## config.mk

```make
export PLATFORM = sky130hd
export DESIGN_NAME = status_pin_and_mute_level_config
export DESIGN_NICKNAME = d
export VERILOG_FILES = /design/src/design/cfg_bank_pkg.sv /design/src/design/status_pin_and_mute_level_config.sv
export SDC_FILE = /design/constraint.sdc
export NUM_CORES = 1
export LEC_CHECK = 0
export BUFFER_PORTS_ARGS = -buffer_cell sky130_fd_sc_hd__buf_2
export CELL_PAD_IN_SITES_DETAIL_PLACEMENT = 0
export CELL_PAD_IN_SITES_GLOBAL_PLACEMENT = 1
export CORE_ASPECT_RATIO = 0.5
export CORE_MARGIN = 2
export CORE_UTILIZATION = 28
export CTS_BUF_LIST = sky130_fd_sc_hd__clkbuf_8
export DETAILED_ROUTE_END_ITERATION = 10
export HOLD_SLACK_MARGIN = 0.03
export PLACE_DENSITY_LB_ADDON = 0.1
export SLEW_MARGIN = 10
export SYNTH_ARGS = -nofsm -noshare
export SYNTH_HDL_FRONTEND = slang
export SYNTH_SLANG_ARGS = --single-unit
```

## constraint.sdc

```tcl
create_clock -name clk -period 1.2 [get_ports clk]
set_clock_uncertainty 0.05 [all_clocks]
set_input_delay 0.06 -clock clk [delete_from_list [all_inputs] [get_ports clk]]
set_output_delay 0.06 -clock clk [all_outputs]
set_load 0.01 [all_outputs]
```

## src/design/cfg_bank_pkg.sv

```systemverilog
// constants for the status-pin and mute-level configuration bank
`default_nettype none
package cfg_bank_pkg;
   // register indexes; byte address is four times the index
   localparam logic [7:0] IDX_STAT = 8'h13;
   localparam logic [7:0] IDX_MUTE = 8'h14;
   localparam logic [9:0] ADDR_STAT = {IDX_STAT, 2'b00};
   localparam logic [9:0] ADDR_MUTE = {IDX_MUTE, 2'b00};
   // status_pin_driver_control fields
   localparam int BIT_OD0    = 0;
   localparam int BIT_OD1    = 1;
   localparam int BIT_LIM0   = 4;
   localparam int BIT_LIM1   = 5;
   localparam logic [7:0] STAT_RW_MASK = 8'h3F;   // bits 7:6 read zero
   localparam logic [7:0] STAT_RESET   = 8'h00;
   // mute_level_channels_0_to_3: two bits per channel, channel n at 2n+1:2n
   localparam int CODE_W = 2;
   localparam int NCHAN  = 4;
   localparam logic [7:0] MUTE_RESET = 8'h55;    // every code resets to 1
   localparam logic [1:0] CODE_BYPASS = 2'h0;
   localparam logic [1:0] CODE_VCM    = 2'h1;
   localparam logic [1:0] CODE_HIGH   = 2'h2;
   localparam logic [1:0] CODE_LOW    = 2'h3;
   localparam logic [1:0] HTRANS_NONSEQ_BIT = 2'h2;
endpackage : cfg_bank_pkg
`default_nettype wire

```

## src/design/status_pin_and_mute_level_config.sv

```systemverilog
// register bank for status pin drivers and channel mute levels, AHB-Lite slave
// Behaviour
// status_pin_driver_control bit 1 makes second_status_pin open-drain, else push-pull.
// status_pin_driver_control bit 0 makes first_status_pin open-drain, else push-pull.
// bit 5 asserts the second status driver's spike current limit.
// bit 4 asserts the first status driver's spike current limit.
// mute register holds four 2-bit codes, ch3 at 7:6, ch2 at 5:4, reset 1.
// code 1 muted: diff powers down to common mode; cmos forces negative low.
// code 2 diff high, cmos positive low; code 3 diff low, cmos both low.
// code picks the muted state only; mute itself comes from an outside input.
//
// The AHB-Lite slave port is this design's own decision.
`default_nettype none
module status_pin_and_mute_level_config #(
   parameter int NCH = 4
) (
   input  wire logic             clk,
   input  wire logic             arst_n,
   input  wire logic             ce,
   input  wire logic             hsel,
   input  wire logic [31:0]      haddr,
   input  wire logic [1:0]       htrans,
   input  wire logic             hwrite,
   input  wire logic [2:0]       hsize,
   input  wire logic [31:0]      hwdata,
   input  wire logic             hready,
   output logic      [31:0]      hrdata,
   output logic                  hreadyout,
   output logic                  hresp,
   input  wire logic             first_status_level,
   input  wire logic             second_status_level,
   output logic                  first_status_pin_o,
   output logic                  first_status_pin_oe,
   output logic                  second_status_pin_o,
   output logic                  second_status_pin_oe,
   output logic                  status_pin0_spike_limit,
   output logic                  status_pin1_spike_limit,
   input  wire logic [NCH-1:0]   chan_mute,
   input  wire logic [NCH-1:0]   chan_cmos,
   output logic      [NCH-1:0]   chan_pwrdn_vcm,
   output logic      [NCH-1:0]   chan_force_high,
   output logic      [NCH-1:0]   chan_force_low,
   output logic      [NCH-1:0]   chan_p_low,
   output logic      [NCH-1:0]   chan_n_low
);

   typedef struct packed {
      logic           wr_pend;
      logic           rd_pend;
      logic           hit_stat;
      logic           hit_mute;
      logic [7:0]     stat;
      logic [7:0]     mute;
      logic           mute_written;
      logic           p0_o;
      logic           p0_oe;
      logic           p1_o;
      logic           p1_oe;
      logic [NCH-1:0] pwrdn;
      logic [NCH-1:0] fhigh;
      logic [NCH-1:0] flow;
      logic [NCH-1:0] plow;
      logic [NCH-1:0] nlow;
   } state_type;

   state_type st_q;
   state_type st_d;
   logic      take;
   logic [1:0] code;

   // a frozen block stretches the data phase rather than drop a transfer
   assign hreadyout = ce;
   assign hresp     = 1'b0;
   assign take      = hsel && htrans[1] && hready && ce;

   // read data from the latched decode; unmapped reads return zero
   always_comb
   begin
      hrdata = 32'h0000_0000;
      if (st_q.rd_pend && st_q.hit_stat)
         hrdata[7:0] = st_q.stat & cfg_bank_pkg::STAT_RW_MASK;
      else if (st_q.rd_pend && st_q.hit_mute)
         hrdata[7:0] = st_q.mute;
   end

   assign status_pin0_spike_limit = st_q.stat[cfg_bank_pkg::BIT_LIM0];
   assign status_pin1_spike_limit = st_q.stat[cfg_bank_pkg::BIT_LIM1];
   assign first_status_pin_o      = st_q.p0_o;
   assign first_status_pin_oe     = st_q.p0_oe;
   assign second_status_pin_o     = st_q.p1_o;
   assign second_status_pin_oe    = st_q.p1_oe;
   assign chan_pwrdn_vcm          = st_q.pwrdn;
   assign chan_force_high         = st_q.fhigh;
   assign chan_force_low          = st_q.flow;
   assign chan_p_low              = st_q.plow;
   assign chan_n_low              = st_q.nlow;

   // next state: bus phases, register writes, pin and channel drive
   always_comb
   begin
      code = cfg_bank_pkg::CODE_BYPASS;
      st_d = st_q;
      // data phase of an accepted write; hsize is not checked, word only
      if (st_q.wr_pend && st_q.hit_stat)
         st_d.stat = hwdata[7:0] & cfg_bank_pkg::STAT_RW_MASK;
      if (st_q.wr_pend && st_q.hit_mute)
      begin
         st_d.mute         = hwdata[7:0];
         st_d.mute_written = 1'b1;
      end
      // address phase
      st_d.wr_pend  = take && hwrite;
      st_d.rd_pend  = take && !hwrite;
      st_d.hit_stat = take && (haddr[9:0] == cfg_bank_pkg::ADDR_STAT) && (haddr[31:10] == '0);
      st_d.hit_mute = take && (haddr[9:0] == cfg_bank_pkg::ADDR_MUTE) && (haddr[31:10] == '0);
      // open-drain only pulls low; push-pull always drives
      st_d.p0_o  = st_q.stat[cfg_bank_pkg::BIT_OD0] ? 1'b0 : first_status_level;
      st_d.p0_oe = st_q.stat[cfg_bank_pkg::BIT_OD0] ? !first_status_level : 1'b1;
      st_d.p1_o  = st_q.stat[cfg_bank_pkg::BIT_OD1] ? 1'b0 : second_status_level;
      st_d.p1_oe = st_q.stat[cfg_bank_pkg::BIT_OD1] ? !second_status_level : 1'b1;
      // channel drive; an unmuted channel is left alone whatever its code
      for (int k = 0; k < NCH; k++)
      begin
         code = st_q.mute[k*cfg_bank_pkg::CODE_W +: cfg_bank_pkg::CODE_W];
         st_d.pwrdn[k] = chan_mute[k] && !chan_cmos[k]
                         && (code == cfg_bank_pkg::CODE_VCM);
         st_d.fhigh[k] = chan_mute[k] && !chan_cmos[k]
                         && (code == cfg_bank_pkg::CODE_HIGH);
         st_d.flow[k]  = chan_mute[k] && !chan_cmos[k]
                         && (code == cfg_bank_pkg::CODE_LOW);
         st_d.plow[k]  = chan_mute[k] && chan_cmos[k]
                         && (code == cfg_bank_pkg::CODE_HIGH
                             || code == cfg_bank_pkg::CODE_LOW);
         st_d.nlow[k]  = chan_mute[k] && chan_cmos[k]
                         && (code == cfg_bank_pkg::CODE_VCM
                             || code == cfg_bank_pkg::CODE_LOW);
      end
   end

   // one register for all state; clock enable freezes everything
   always_ff @(posedge clk or negedge arst_n)
   begin
      if (!arst_n)
      begin
         st_q      <= '0;
         st_q.stat <= cfg_bank_pkg::STAT_RESET;
         st_q.mute <= cfg_bank_pkg::MUTE_RESET;
         st_q.p0_oe <= 1'b1;
         st_q.p1_oe <= 1'b1;
      end
      else if (ce)
         st_q <= st_d;
   end

   // codes of the two channels that the channel checks watch
   logic [cfg_bank_pkg::CODE_W-1:0] ch3_code;
   logic [cfg_bank_pkg::CODE_W-1:0] ch2_code;
   assign ch3_code = st_q.mute[3*cfg_bank_pkg::CODE_W +: cfg_bank_pkg::CODE_W];
   assign ch2_code = st_q.mute[2*cfg_bank_pkg::CODE_W +: cfg_bank_pkg::CODE_W];
endmodule // status_pin_and_mute_level_config
`default_nettype wire

```

==> impl_metrics.json, run 1 <==
{
  "crit_chain": "inv_2 > nor2_4 > buf_6 > a22oi_1 > nor2_1 > buf_2",
  "synth-seq-area-share": 0.4726,
  "groute.usage.overall": 0.1217,
  "element_type_at_the_critical_path_start": "register",
  "synth_async_sr_flop_share": 1.000,
  "io_pins": 145,
  "synth_edf_count": 0,
  "post-dp-hpwl_mm": 4.018,
  "mappedNetlistArea_sq_um": 2240,
  "first_global_vias": 1733,
  "slew_viol_final": 0,
  "total_via_count_after_detailed_routing": 1806,
  "fin_nets": 409,
  "whs_endpoint": "st_q[41]",
  "critical-path-max-stage-delay_ps": 400,
  "hold-path-cell-count": 3,
  "synth_seq_cells": 42,
  "synth-main-ff-cell": "dfrtp_1",
  "unrepaired_setup_endpoints_after_global_routing": "yes",
  "drive_gt1_frac": 0.4769,
  "number_of_antenna_violations_at_the_first_check_in_global_routing": 0,
  "ant_nets": 0,
  "critical-path-top-delay-family": "flip-flops",
  "clock_tree_from_tritoncts": "built",
  "synth_top_cells_by_area": "dfrtp_1 (40%), buf_4 (15%), mux2_2 (11%)",
  "number_of_placement_rows": 22,
  "worstHoldStart": "ce",
  "hold_viol": 0,
  "globalplace.congestion": 0.7255,
  "cts.path.max_buffers": 2,
  "drc": 0,
  "grt_first_pass_wirelength_mm": 8.245,
  "logic_depth_of_the_worst_path_buffers_included": 6,
  "power-per-cell-area_nw_per_um2": 961.9,
  "initial_core_util": 0.2969,
  "cts_buffers": 5,
  "final_period_utilization": 1.166,
  "floorplan.core_area_sq_um": 7542,
  "syn_inst": 217,
  "synth.avg_cell_area_sq_um": 10.32,
  "drt_first_pass_iters": 4,
  "chipWidth_um": 130.5,
  "first_iter_violations": 62,
  "detail_route.wl_per_cell_um": 12.20,
  "layout-area-overhead-vs-synth_pct": 39.16,
  "critical_path.startpoint": "st_q[41]",
  "place.port_buffers": 91,
  "cp-end-kind": "output pin",
  "endpoint_of_the_worst_slack_reg_to_reg_timing_path": "status_pin0_spike_limit",
  "crit_slowest_cell": "dfrtp_1",
  "clk_pin_slew_ps": 80,
  "fp.dieArea_sq_um": 8773,
  "min_period_ps": 1399,
  "fp.dieH_um": 67.24,
  "synth_compound_gate_area_share": 0.07933,
  "power_leakage_nw": 1.553,
  "violations": "setup timing",
  "fmax_ghz": 0.7148,
  "ys_types": 25,
  "synth_adder_area_share": 0,
  "ctsRootBufferMaster": "clkbuf_8",
  "yosysTopAreaCell": "dfrtp_1",
  "synth_xor_xnor_area_share": 0,
  "criticalPathCategory": "reg -> out",
  "antenna_cells": 0,
  "mux_cell_area_share_after_synthesis": 0.1106,
  "clock_insertion_delay_worst_skew_ps": 290,
  "synth_top_family_by_area": "buffers and inverters",
  "vias_per_cell": 4.171,
  "finalCoreUtilization": 0.4132,
  "grt_start_max_net_pins": 43,
  "grt_overflow": 0,
  "cts_htree_levels": 2,
  "yosysWarnings": 0,
  "top_cells_by_instance_count_after_synthesis": "buf_4 (46), dfrtp_1 (36), mux2_2 (22)",
  "critical_path.reg2reg.startpoint": "st_q[42]",
  "clkSinkCount": 42,
  "layout.filler_cells": 802,
  "routed_wire_length_mm": 5.283,
  "critical_path_arrival_ps": 1290,
  "count_of_buffer_and_inverter_cells_on_the_critical_path": 3,
  "ff2ff_path_depth": 4,
  "worst_ir_drop_vdd_uv": 486.5,
  "fin_tns_setup_ps": -2127,
  "r2r_slack_ps": -100,
  "worstPathRequired_ps": 1090,
  "holdCritPathClass": "in -> reg",
  "setup_viol": 18,
  "post-route-worst-setup-slack_ps": -199.0,
  "synth_most_common_cell": "buf_4",
  "path_max_fanout": 6,
  "outcome": "finished with violations",
  "share_of_yosys_cell_area_claimed_by_the_top_area_cell_type": 0.4022,
  "post_synth_and_or_nand_nor_area_fraction": 0.1391,
  "drv.max_cap_violation_count": 0
}
==> how the worst max path moves through the flow <==
stage / end
finish: hrdata[3]
global route: hrdata[2]
CTS: hrdata[1]
detailed placement: st_q[42]
global placement: st_q[42]
floorplan: st_q[42]
==> cells in the final DEF (no fill, tap or decap), types with 2 or more instances in the layout <==
cell	netlist	layout
a22oi_1	6	3
a22oi_2	0	3
a31oi_1	2	2
and3_1	2	2
buf_12	0	2
buf_2	1	91
buf_4	46	9
buf_6	0	3
clkbuf_8	0	5
conb_1	1	25
dfrtp_1	36	35
dfstp_2	6	6
dlygate4sd3_1	0	23
inv_1	19	19
mux2_2	22	16
mux2_4	0	6
nand2_1	16	16
nand3_4	0	2
nand3b_1	6	6
nand4_1	2	2
nor2_1	15	14
nor4_2	2	4
nor4bb_1	4	4
o21ai_0	2	2
o22ai_1	15	15
==> logic make-up after synthesis <==
kind of cell,count (synthesis)
flip-flops,42
AND/OR/NAND/NOR,55
other,1
AO/OA/AOI/OAI,26
multiplexers,22
buffers and inverters,71
==> per-stage QoR <==
stage	area (sq um)	hold slack (ps)	cells	power (mW)	setup slack (ps)
2_1_floorplan	2341	-285.6	241	1.736	-20.03
3_3_place_gp	2670	4.957	399	1.855	-200.0
3_5_place_dp	2670	10.54	399	1.863	-205.4
4_1_cts	3070	82.90	432	3.052	-253.7
5_1_grt	3117	92.95	433	3.170	-299.7
6_report	3117	92.36	433	2.998	-199.0
==> final cells by class <==
type / count / area [sq um] / area share
clock buffers: 5 / 68.82 / 0.02208
clock inverters: 3 / 41.29 / 0.01325
inverters: 19 / 71.32 / 0.02288
multi-input cells: 128 / 913.4 / 0.2931
flip-flops and latches: 42 / 1060 / 0.3400
well taps: 108 / 135.1 / 0.04336
repair buffers: 128 / 827.0 / 0.2654
==> power by group <==
part / switching [mW] / total [mW] / internal [mW] / leakage (nW)
Clock: 0.488 / 1.10 / 0.613 / 0.0556
Combinational: 0.195 / 0.395 / 0.200 / 0.943
Sequential: 0.0384 / 1.50 / 1.46 / 0.555
Total: 0.721 / 3.00 / 2.28 / 1.55
==> worst reg2reg max path, cell delays in order (launching register included) <==
cell	delay [ps]
dfrtp_2	450
buf_4	150
buf_6	110
nand3_4	120
mux2_4	320
==> routing by layer <==
layer	up-vias	routed length [um]	global-route usage
li1	889	-	-
met1	844	2292	0.1541
met2	71	2622	0.2155
met3	2	339	0.02694
met4	0	29	0.02793
met5	-	0	0
==> sequential cells by signal (all words and copies together), names as in the netlist, 2 cells and up <==
name / cells
ch3_code: 2
chan_force_high: 4
chan_force_low: 4
chan_n_low: 4
chan_p_low: 4
ch2_code: 2
st_q: 12
chan_pwrdn_vcm: 4
==> what timing repair did <==
| action | 4_1_cts | 5_1_grt |
|---|---|---|
| pin swaps | 2 | 2 |
| hold buffers | 23 | 0 |
| setup endpoints to repair | 12 | 20 |
| resized for setup | 10 | 10 |
| buffers inserted | 2 | 1 |
| cloned | 0 | 0 |
| hold endpoints to repair | 72 | 0 |
(Power assumes the default switching activity.)
==> run 2: changes to the inputs <==
--- a/config.mk
+++ b/config.mk
@@ -11,7 +11,7 @@
 export CORE_ASPECT_RATIO = 0.5
 export CORE_MARGIN = 2
 export CORE_UTILIZATION = 28
-export CTS_BUF_LIST = sky130_fd_sc_hd__clkbuf_8
+export CTS_BUF_LIST = sky130_fd_sc_hd__clkbuf_4 sky130_fd_sc_hd__clkbuf_8
 export DETAILED_ROUTE_END_ITERATION = 10
 export HOLD_SLACK_MARGIN = 0.03
 export PLACE_DENSITY_LB_ADDON = 0.1
==> run 2 against run 1 <==
The flow still finishes with violations (setup timing); via count did not move; routed wire length did not move; register-to-register slack barely moved; first-iteration DRC count did not move; highest routed layer unchanged; largest cell class unchanged; critical path depth did not move; combinational power barely moved; setup slack did not move; hold slack did not move; cell area rose by 0.12%.
==> impl_metrics.json, run 2 (same netlist as run 1, synthesis figures left out) <==
{
  "fin_nets": 409,
  "largest-register": "st_q",
  "routed_wire_length_mm": 5.283,
  "total_via_count_after_detailed_routing": 1806,
  "antenna_cells": 0,
  "seq_power_share": 0.496,
  "drv.max_cap_violation_count": 0,
  "grt_start_max_net_pins": 43,
  "fp.dieArea_sq_um": 8773,
  "grt_overflow": 0,
  "met2RoutedLength_mm": 2.622,
  "post-layout-total-power_mw": 3.029,
  "min_period_ps": 1399,
  "unrepaired_setup_endpoints_after_global_routing": "yes",
  "hold_viol": 0,
  "critical-path-top-delay-family": "flip-flops",
  "topRoutingLayerUsed": "met4",
  "fin_area_sq_um": 3120,
  "grt_first_pass_wirelength_mm": 8.245,
  "criticalPathCategory": "reg -> out",
  "first_iter_violations": 62,
  "crit_slowest_cell": "dfrtp_1",
  "clkSinkCount": 42,
  "number_of_antenna_violations_at_the_first_check_in_global_routing": 0,
  "clock_tree_from_tritoncts": "built",
  "fmax_ghz": 0.7148,
  "finalCoreUtilization": 0.4137,
  "vias_per_cell": 4.171,
  "initial_core_util": 0.2969,
  "power.share.switching": 0.2379,
  "placedInstanceArea_sq_um": 2670,
  "clock_power_share": 0.373,
  "largest_register_ff_count": 12,
  "count_of_buffer_and_inverter_cells_on_the_critical_path": 3,
  "first_global_vias": 1733,
  "place.port_buffers": 91,
  "io_pins": 145,
  "detail_route.wl_per_cell_um": 12.20,
  "cp-end-kind": "output pin",
  "crit_chain": "inv_2 > nor2_4 > buf_6 > a22oi_1 > nor2_1 > buf_2",
  "globalplace.congestion": 0.7255,
  "ctsRootBufferMaster": "clkbuf_8",
  "power-per-cell-area_nw_per_um2": 970.6,
  "cts_buffers": 5,
  "element_type_at_the_critical_path_start": "register",
  "chipWidth_um": 130.5,
  "critical-path-max-stage-delay_ps": 400,
  "setup_viol": 18,
  "number_of_placement_rows": 22,
  "path_max_fanout": 6,
  "worst_ir_drop_vdd_uv": 486.8,
  "final_period_utilization": 1.166,
  "drive_gt1_frac": 0.4800,
  "violations": "setup timing",
  "layout.cells.most_common": "buf_2",
  "fp.dieH_um": 67.24,
  "ant_nets": 0,
  "groute.usage.overall": 0.1217,
  "post-route-worst-setup-slack_ps": -199.0,
  "drt_first_pass_iters": 4,
  "cts_htree_levels": 2,
  "floorplan.core_area_sq_um": 7542,
  "outcome": "finished with violations",
  "holdCritPathClass": "in -> reg",
  "p_int_mw": 2.308,
  "drc": 0,
  "critical_path_arrival_ps": 1290,
  "cts.path.max_buffers": 2,
  "power_leakage_nw": 1.553,
  "layout-area-overhead-vs-synth_pct": 39.33,
  "post-dp-hpwl_mm": 4.018,
  "clk_pin_slew_ps": 80,
  "worstPathRequired_ps": 1090,
  "mostFrequentLayoutCells": "buf_2 (91), dfrtp_1 (35), conb_1 (25)",
  "met3_length_um": 339,
  "wl_met1_mm": 2.292,
  "p_comb_frac": 0.130,
  "clock_insertion_delay_worst_skew_ps": 290,
  "slew_viol_final": 0,
  "power.switching_mw": 0.7205
}
run 2: cell count changes in the layout (fill, tap and decap cells not counted):
cell | before | now
clkbuf_4 | 0 | 1
inv_1 | 19 | 18
run 2: layer usage:
metal	track usage	up-vias
li1	-	889
met1	0.1541	844
met2	0.2155	71
met3	0.02694	2
met4	0.02793	0
met5	0	-
run 2: final timing paths:
path                           from  cells after the start  slack, ps                 endpoint
setup / recovery           st_q[41]                      6       -200                hrdata[3]
hold / removal                   ce                      3         90                 st_q[41]
setup reg to reg           st_q[42]                      4       -100  status_pin0_spike_limit
hold reg to reg            st_q[33]                      1        430      first_status_pin_oe
max in group asynchronous    arst_n                      3        590              ch3_code[0]
min in group asynchronous    arst_n                      3        230  status_pin0_spike_limit
run 2: worst register-to-register path, stage by stage (launching register included):
cell and delay, ps:
dfrtp_2 450, buf_4 150, buf_6 110, nand3_4 120, mux2_4 320
run 2: layout make-up:
| type | instances | area, sq um |
|---|---|---|
| clock buffers | 6 | 76.32 |
| flip-flops and latches | 42 | 1060 |
| clock inverters | 2 | 37.54 |
| inverters | 19 | 71.32 |
| repair buffers | 128 | 827.0 |
| fillers | 802 | 4422 |
| multi-input cells | 128 | 913.4 |
| well taps | 108 | 135.1 |
run 2: timing repair:
item	in CTS	in global routing
hold buffers	23	0
endpoints found under the setup margin	12	20
endpoints found under the hold margin	72	0
resized for setup	10	10
pin swaps	2	2
setup buffers	2	1
run 2: power by group through the flow:
stage / Combinational, mW / Sequential [mW] / Clock [mW]
final: 0.395 / 1.50 / 1.13
after global routing: 0.440 / 1.51 / 1.25
after CTS: 0.394 / 1.50 / 1.19
after detailed placement: 0.335 / 1.53 / 0
after global placement: 0.330 / 1.53 / 0
after floorplan: 0.213 / 1.52 / 0
run 2: metrics by stage:
step,hold slack (ps),setup slack (ps),TNS [ps],instances
finish,92.36,-199.0,-2127,433
floorplan,-285.6,-20.03,-59.50,241
detailed placement,10.54,-205.4,-328.2,399
global placement,4.957,-200.0,-332.0,399
global route,92.95,-299.7,-3302,433
CTS,82.90,-253.7,-1946,432
==> run 3: changes to the inputs <==
--- a/config.mk
+++ b/config.mk
@@ -9,7 +9,6 @@
 export CELL_PAD_IN_SITES_DETAIL_PLACEMENT = 0
 export CELL_PAD_IN_SITES_GLOBAL_PLACEMENT = 1
 export CORE_ASPECT_RATIO = 0.5
-export CORE_MARGIN = 2
 export CORE_UTILIZATION = 28
 export CTS_BUF_LIST = sky130_fd_sc_hd__clkbuf_4 sky130_fd_sc_hd__clkbuf_8
 export DETAILED_ROUTE_END_ITERATION = 10
==> constraint.sdc (replaced) <==
create_clock -name clk -period 1.2 [get_ports clk]
set_clock_uncertainty 0.05 [all_clocks]
set_input_delay 0 -clock clk [delete_from_list [all_inputs] [get_ports clk]]
set_output_delay 0 -clock clk [all_outputs]
set_load 0.01 [all_outputs]
==> run 3 against run 2 <==
Largest power group unchanged; sequential power about the same; setup slack improved by 39 ps; largest cell class unchanged; first-iteration DRC count increased by 4.8%; highest routed layer unchanged; critical path depth decreased by 1; the run still ends with setup timing left; routed wire length decreased by 3.2%.
==> impl_metrics.json, run 3 (same netlist as run 1, synthesis figures left out) <==
{
  "layout.filler_cells": 802,
  "fin_tns_setup_ps": -1539,
  "place.port_buffers": 91,
  "power_leakage_nw": 1.559,
  "slew_viol_final": 0,
  "cts_htree_levels": 2,
  "first_iter_violations": 65,
  "grt_start_max_net_pins": 43,
  "fp.dieH_um": 65.24,
  "placedInstanceArea_sq_um": 2643,
  "grt_met2_usage": 0.2297,
  "final_period_utilization": 1.133,
  "post-dp-hpwl_mm": 3.849,
  "element_type_at_the_critical_path_start": "register",
  "mostFrequentLayoutCells": "buf_2 (91), dfrtp_1 (36), conb_1 (25)",
  "min_period_ps": 1360,
  "drv.max_cap_violation_count": 0,
  "clock_insertion_delay_worst_skew_ps": 290,
  "fin_area_sq_um": 3090,
  "clkSinkCount": 42,
  "ctsRootBufferMaster": "clkbuf_8",
  "largest-register": "st_q",
  "chipWidth_um": 128.5,
  "fin_worst_hold_slack_ps": 32.15,
  "layout-area-overhead-vs-synth_pct": 37.99,
  "clock_tree_from_tritoncts": "built",
  "cts.path.max_buffers": 2,
  "grt_first_pass_wirelength_mm": 8.266,
  "io_pins": 145,
  "number_of_antenna_violations_at_the_first_check_in_global_routing": 0,
  "pre_cts_ws_ps": -192.0,
  "vias_per_cell": 4.211,
  "outcome": "finished with violations",
  "cp-end-kind": "output pin",
  "worst_ir_drop_vdd_uv": 436.0,
  "grt_use_met1": 0.1538,
  "worstPathRequired_ps": 1150,
  "fmax_ghz": 0.7355,
  "routed_wire_length_mm": 5.115,
  "total_via_count_after_detailed_routing": 1819,
  "globalplace.congestion": 0.7200,
  "detail_route.wl_per_cell_um": 11.84,
  "grt_busiest_layer": "met2",
  "power-per-cell-area_nw_per_um2": 973.3,
  "critical_path_arrival_ps": 1310,
  "unrepaired_setup_endpoints_after_global_routing": "yes",
  "fp.dieArea_sq_um": 8382,
  "largest_register_ff_count": 12,
  "fin_nets": 408,
  "antenna_cells": 0,
  "holdCritPathClass": "in -> reg",
  "clk_pin_slew_ps": 80,
  "initial_core_util": 0.2969,
  "layout.cells.most_common": "buf_2",
  "path_max_fanout": 8,
  "drt_first_pass_iters": 4,
  "post-route-worst-setup-slack_ps": -159.6,
  "global_route.usage.met3": 0.02687,
  "cts_buffers": 5,
  "setup_viol": 14,
  "violations": "setup timing",
  "floorplan.core_area_sq_um": 7542,
  "groute.usage.overall": 0.1270,
  "ant_nets": 0,
  "grt_overflow": 0,
  "drive_gt1_frac": 0.4660,
  "hold_viol": 0,
  "number_of_placement_rows": 22,
  "drc": 0,
  "criticalPathCategory": "reg -> out",
  "first_global_vias": 1840
}
run 3: cell count changes in the layout (fill, tap and decap cells not counted), sizes merged:
cell	previous run	this run
clkinvlp	1	0
clkbuf	6	5
clkinv	0	2
buf	105	104
run 3: stage by stage:
stage | std cells | total power, mW | util
detailed placement | 397 | 1.862 | 0.3504
global route | 432 | 3.175 | 0.4098
CTS | 431 | 3.060 | 0.4018
global placement | 397 | 1.854 | 0.3504
finish | 432 | 3.008 | 0.4098
floorplan | 241 | 1.736 | -
run 3: final cells by class:
cell class / count / area, sq um / area share
Multi-Input combinational cell: 128 / 905.9 / 0.2931
Timing Repair Buffer: 127 / 810.8 / 0.2623
Inverter: 19 / 71.32 / 0.02308
Clock buffer: 5 / 68.82 / 0.02227
Tap cell: 108 / 135.1 / 0.04372
Clock inverter: 3 / 40.04 / 0.01296
Sequential cell: 42 / 1059 / 0.3425
run 3: path summary, 6_finish.rpt:
| check | start | depth (start not counted) | slack [ps] | end |
|---|---|---|---|---|
| min in group asynchronous | arst_n | 3 | 170 | status_pin1_spike_limit |
| max reg2reg | st_q[42] | 4 | -70 | st_q[36] |
| min | haddr[17] | 5 | 30 | st_q[42] |
| max in group asynchronous | arst_n | 3 | 650 | first_status_pin_oe |
| max | st_q[42] | 5 | -160 | hrdata[1] |
| min reg2reg | first_status_pin_oe | 2 | 440 | first_status_pin_oe |
run 3: where the power goes:
part	switching (mW)	internal, mW	total, mW
registers	0.0385	1.46	1.50
logic	0.194	0.202	0.397
clock network	0.496	0.613	1.11
run 3: layer usage:
layer / share of wire / routed length, um / vias to the layer above
li1: - / - / 886
met1: 0.45 / 2322 / 866
met2: 0.49 / 2496 / 65
met3: 0.052 / 265 / 2
met4: 0.0057 / 29 / 0
met5: 0 / 0 / -
run 3: what timing repair did:
| action | CTS | global route |
|---|---|---|
| setup endpoints to repair | 8 | 18 |
| gates resized for setup | 5 | 14 |
| setup buffers | 3 | 2 |
| gates cloned | 0 | 0 |
| pin swaps | 1 | 2 |
| hold buffers | 23 | 0 |
| endpoints found under the hold margin | 76 | 0 |
run 3: worst max-delay path, cell delays in order (launching register included):
cell and delay (ps):
dfrtp_1 420, nor2_1 100, buf_4 180, a22oi_2 60, nor2_1 120, buf_2 150
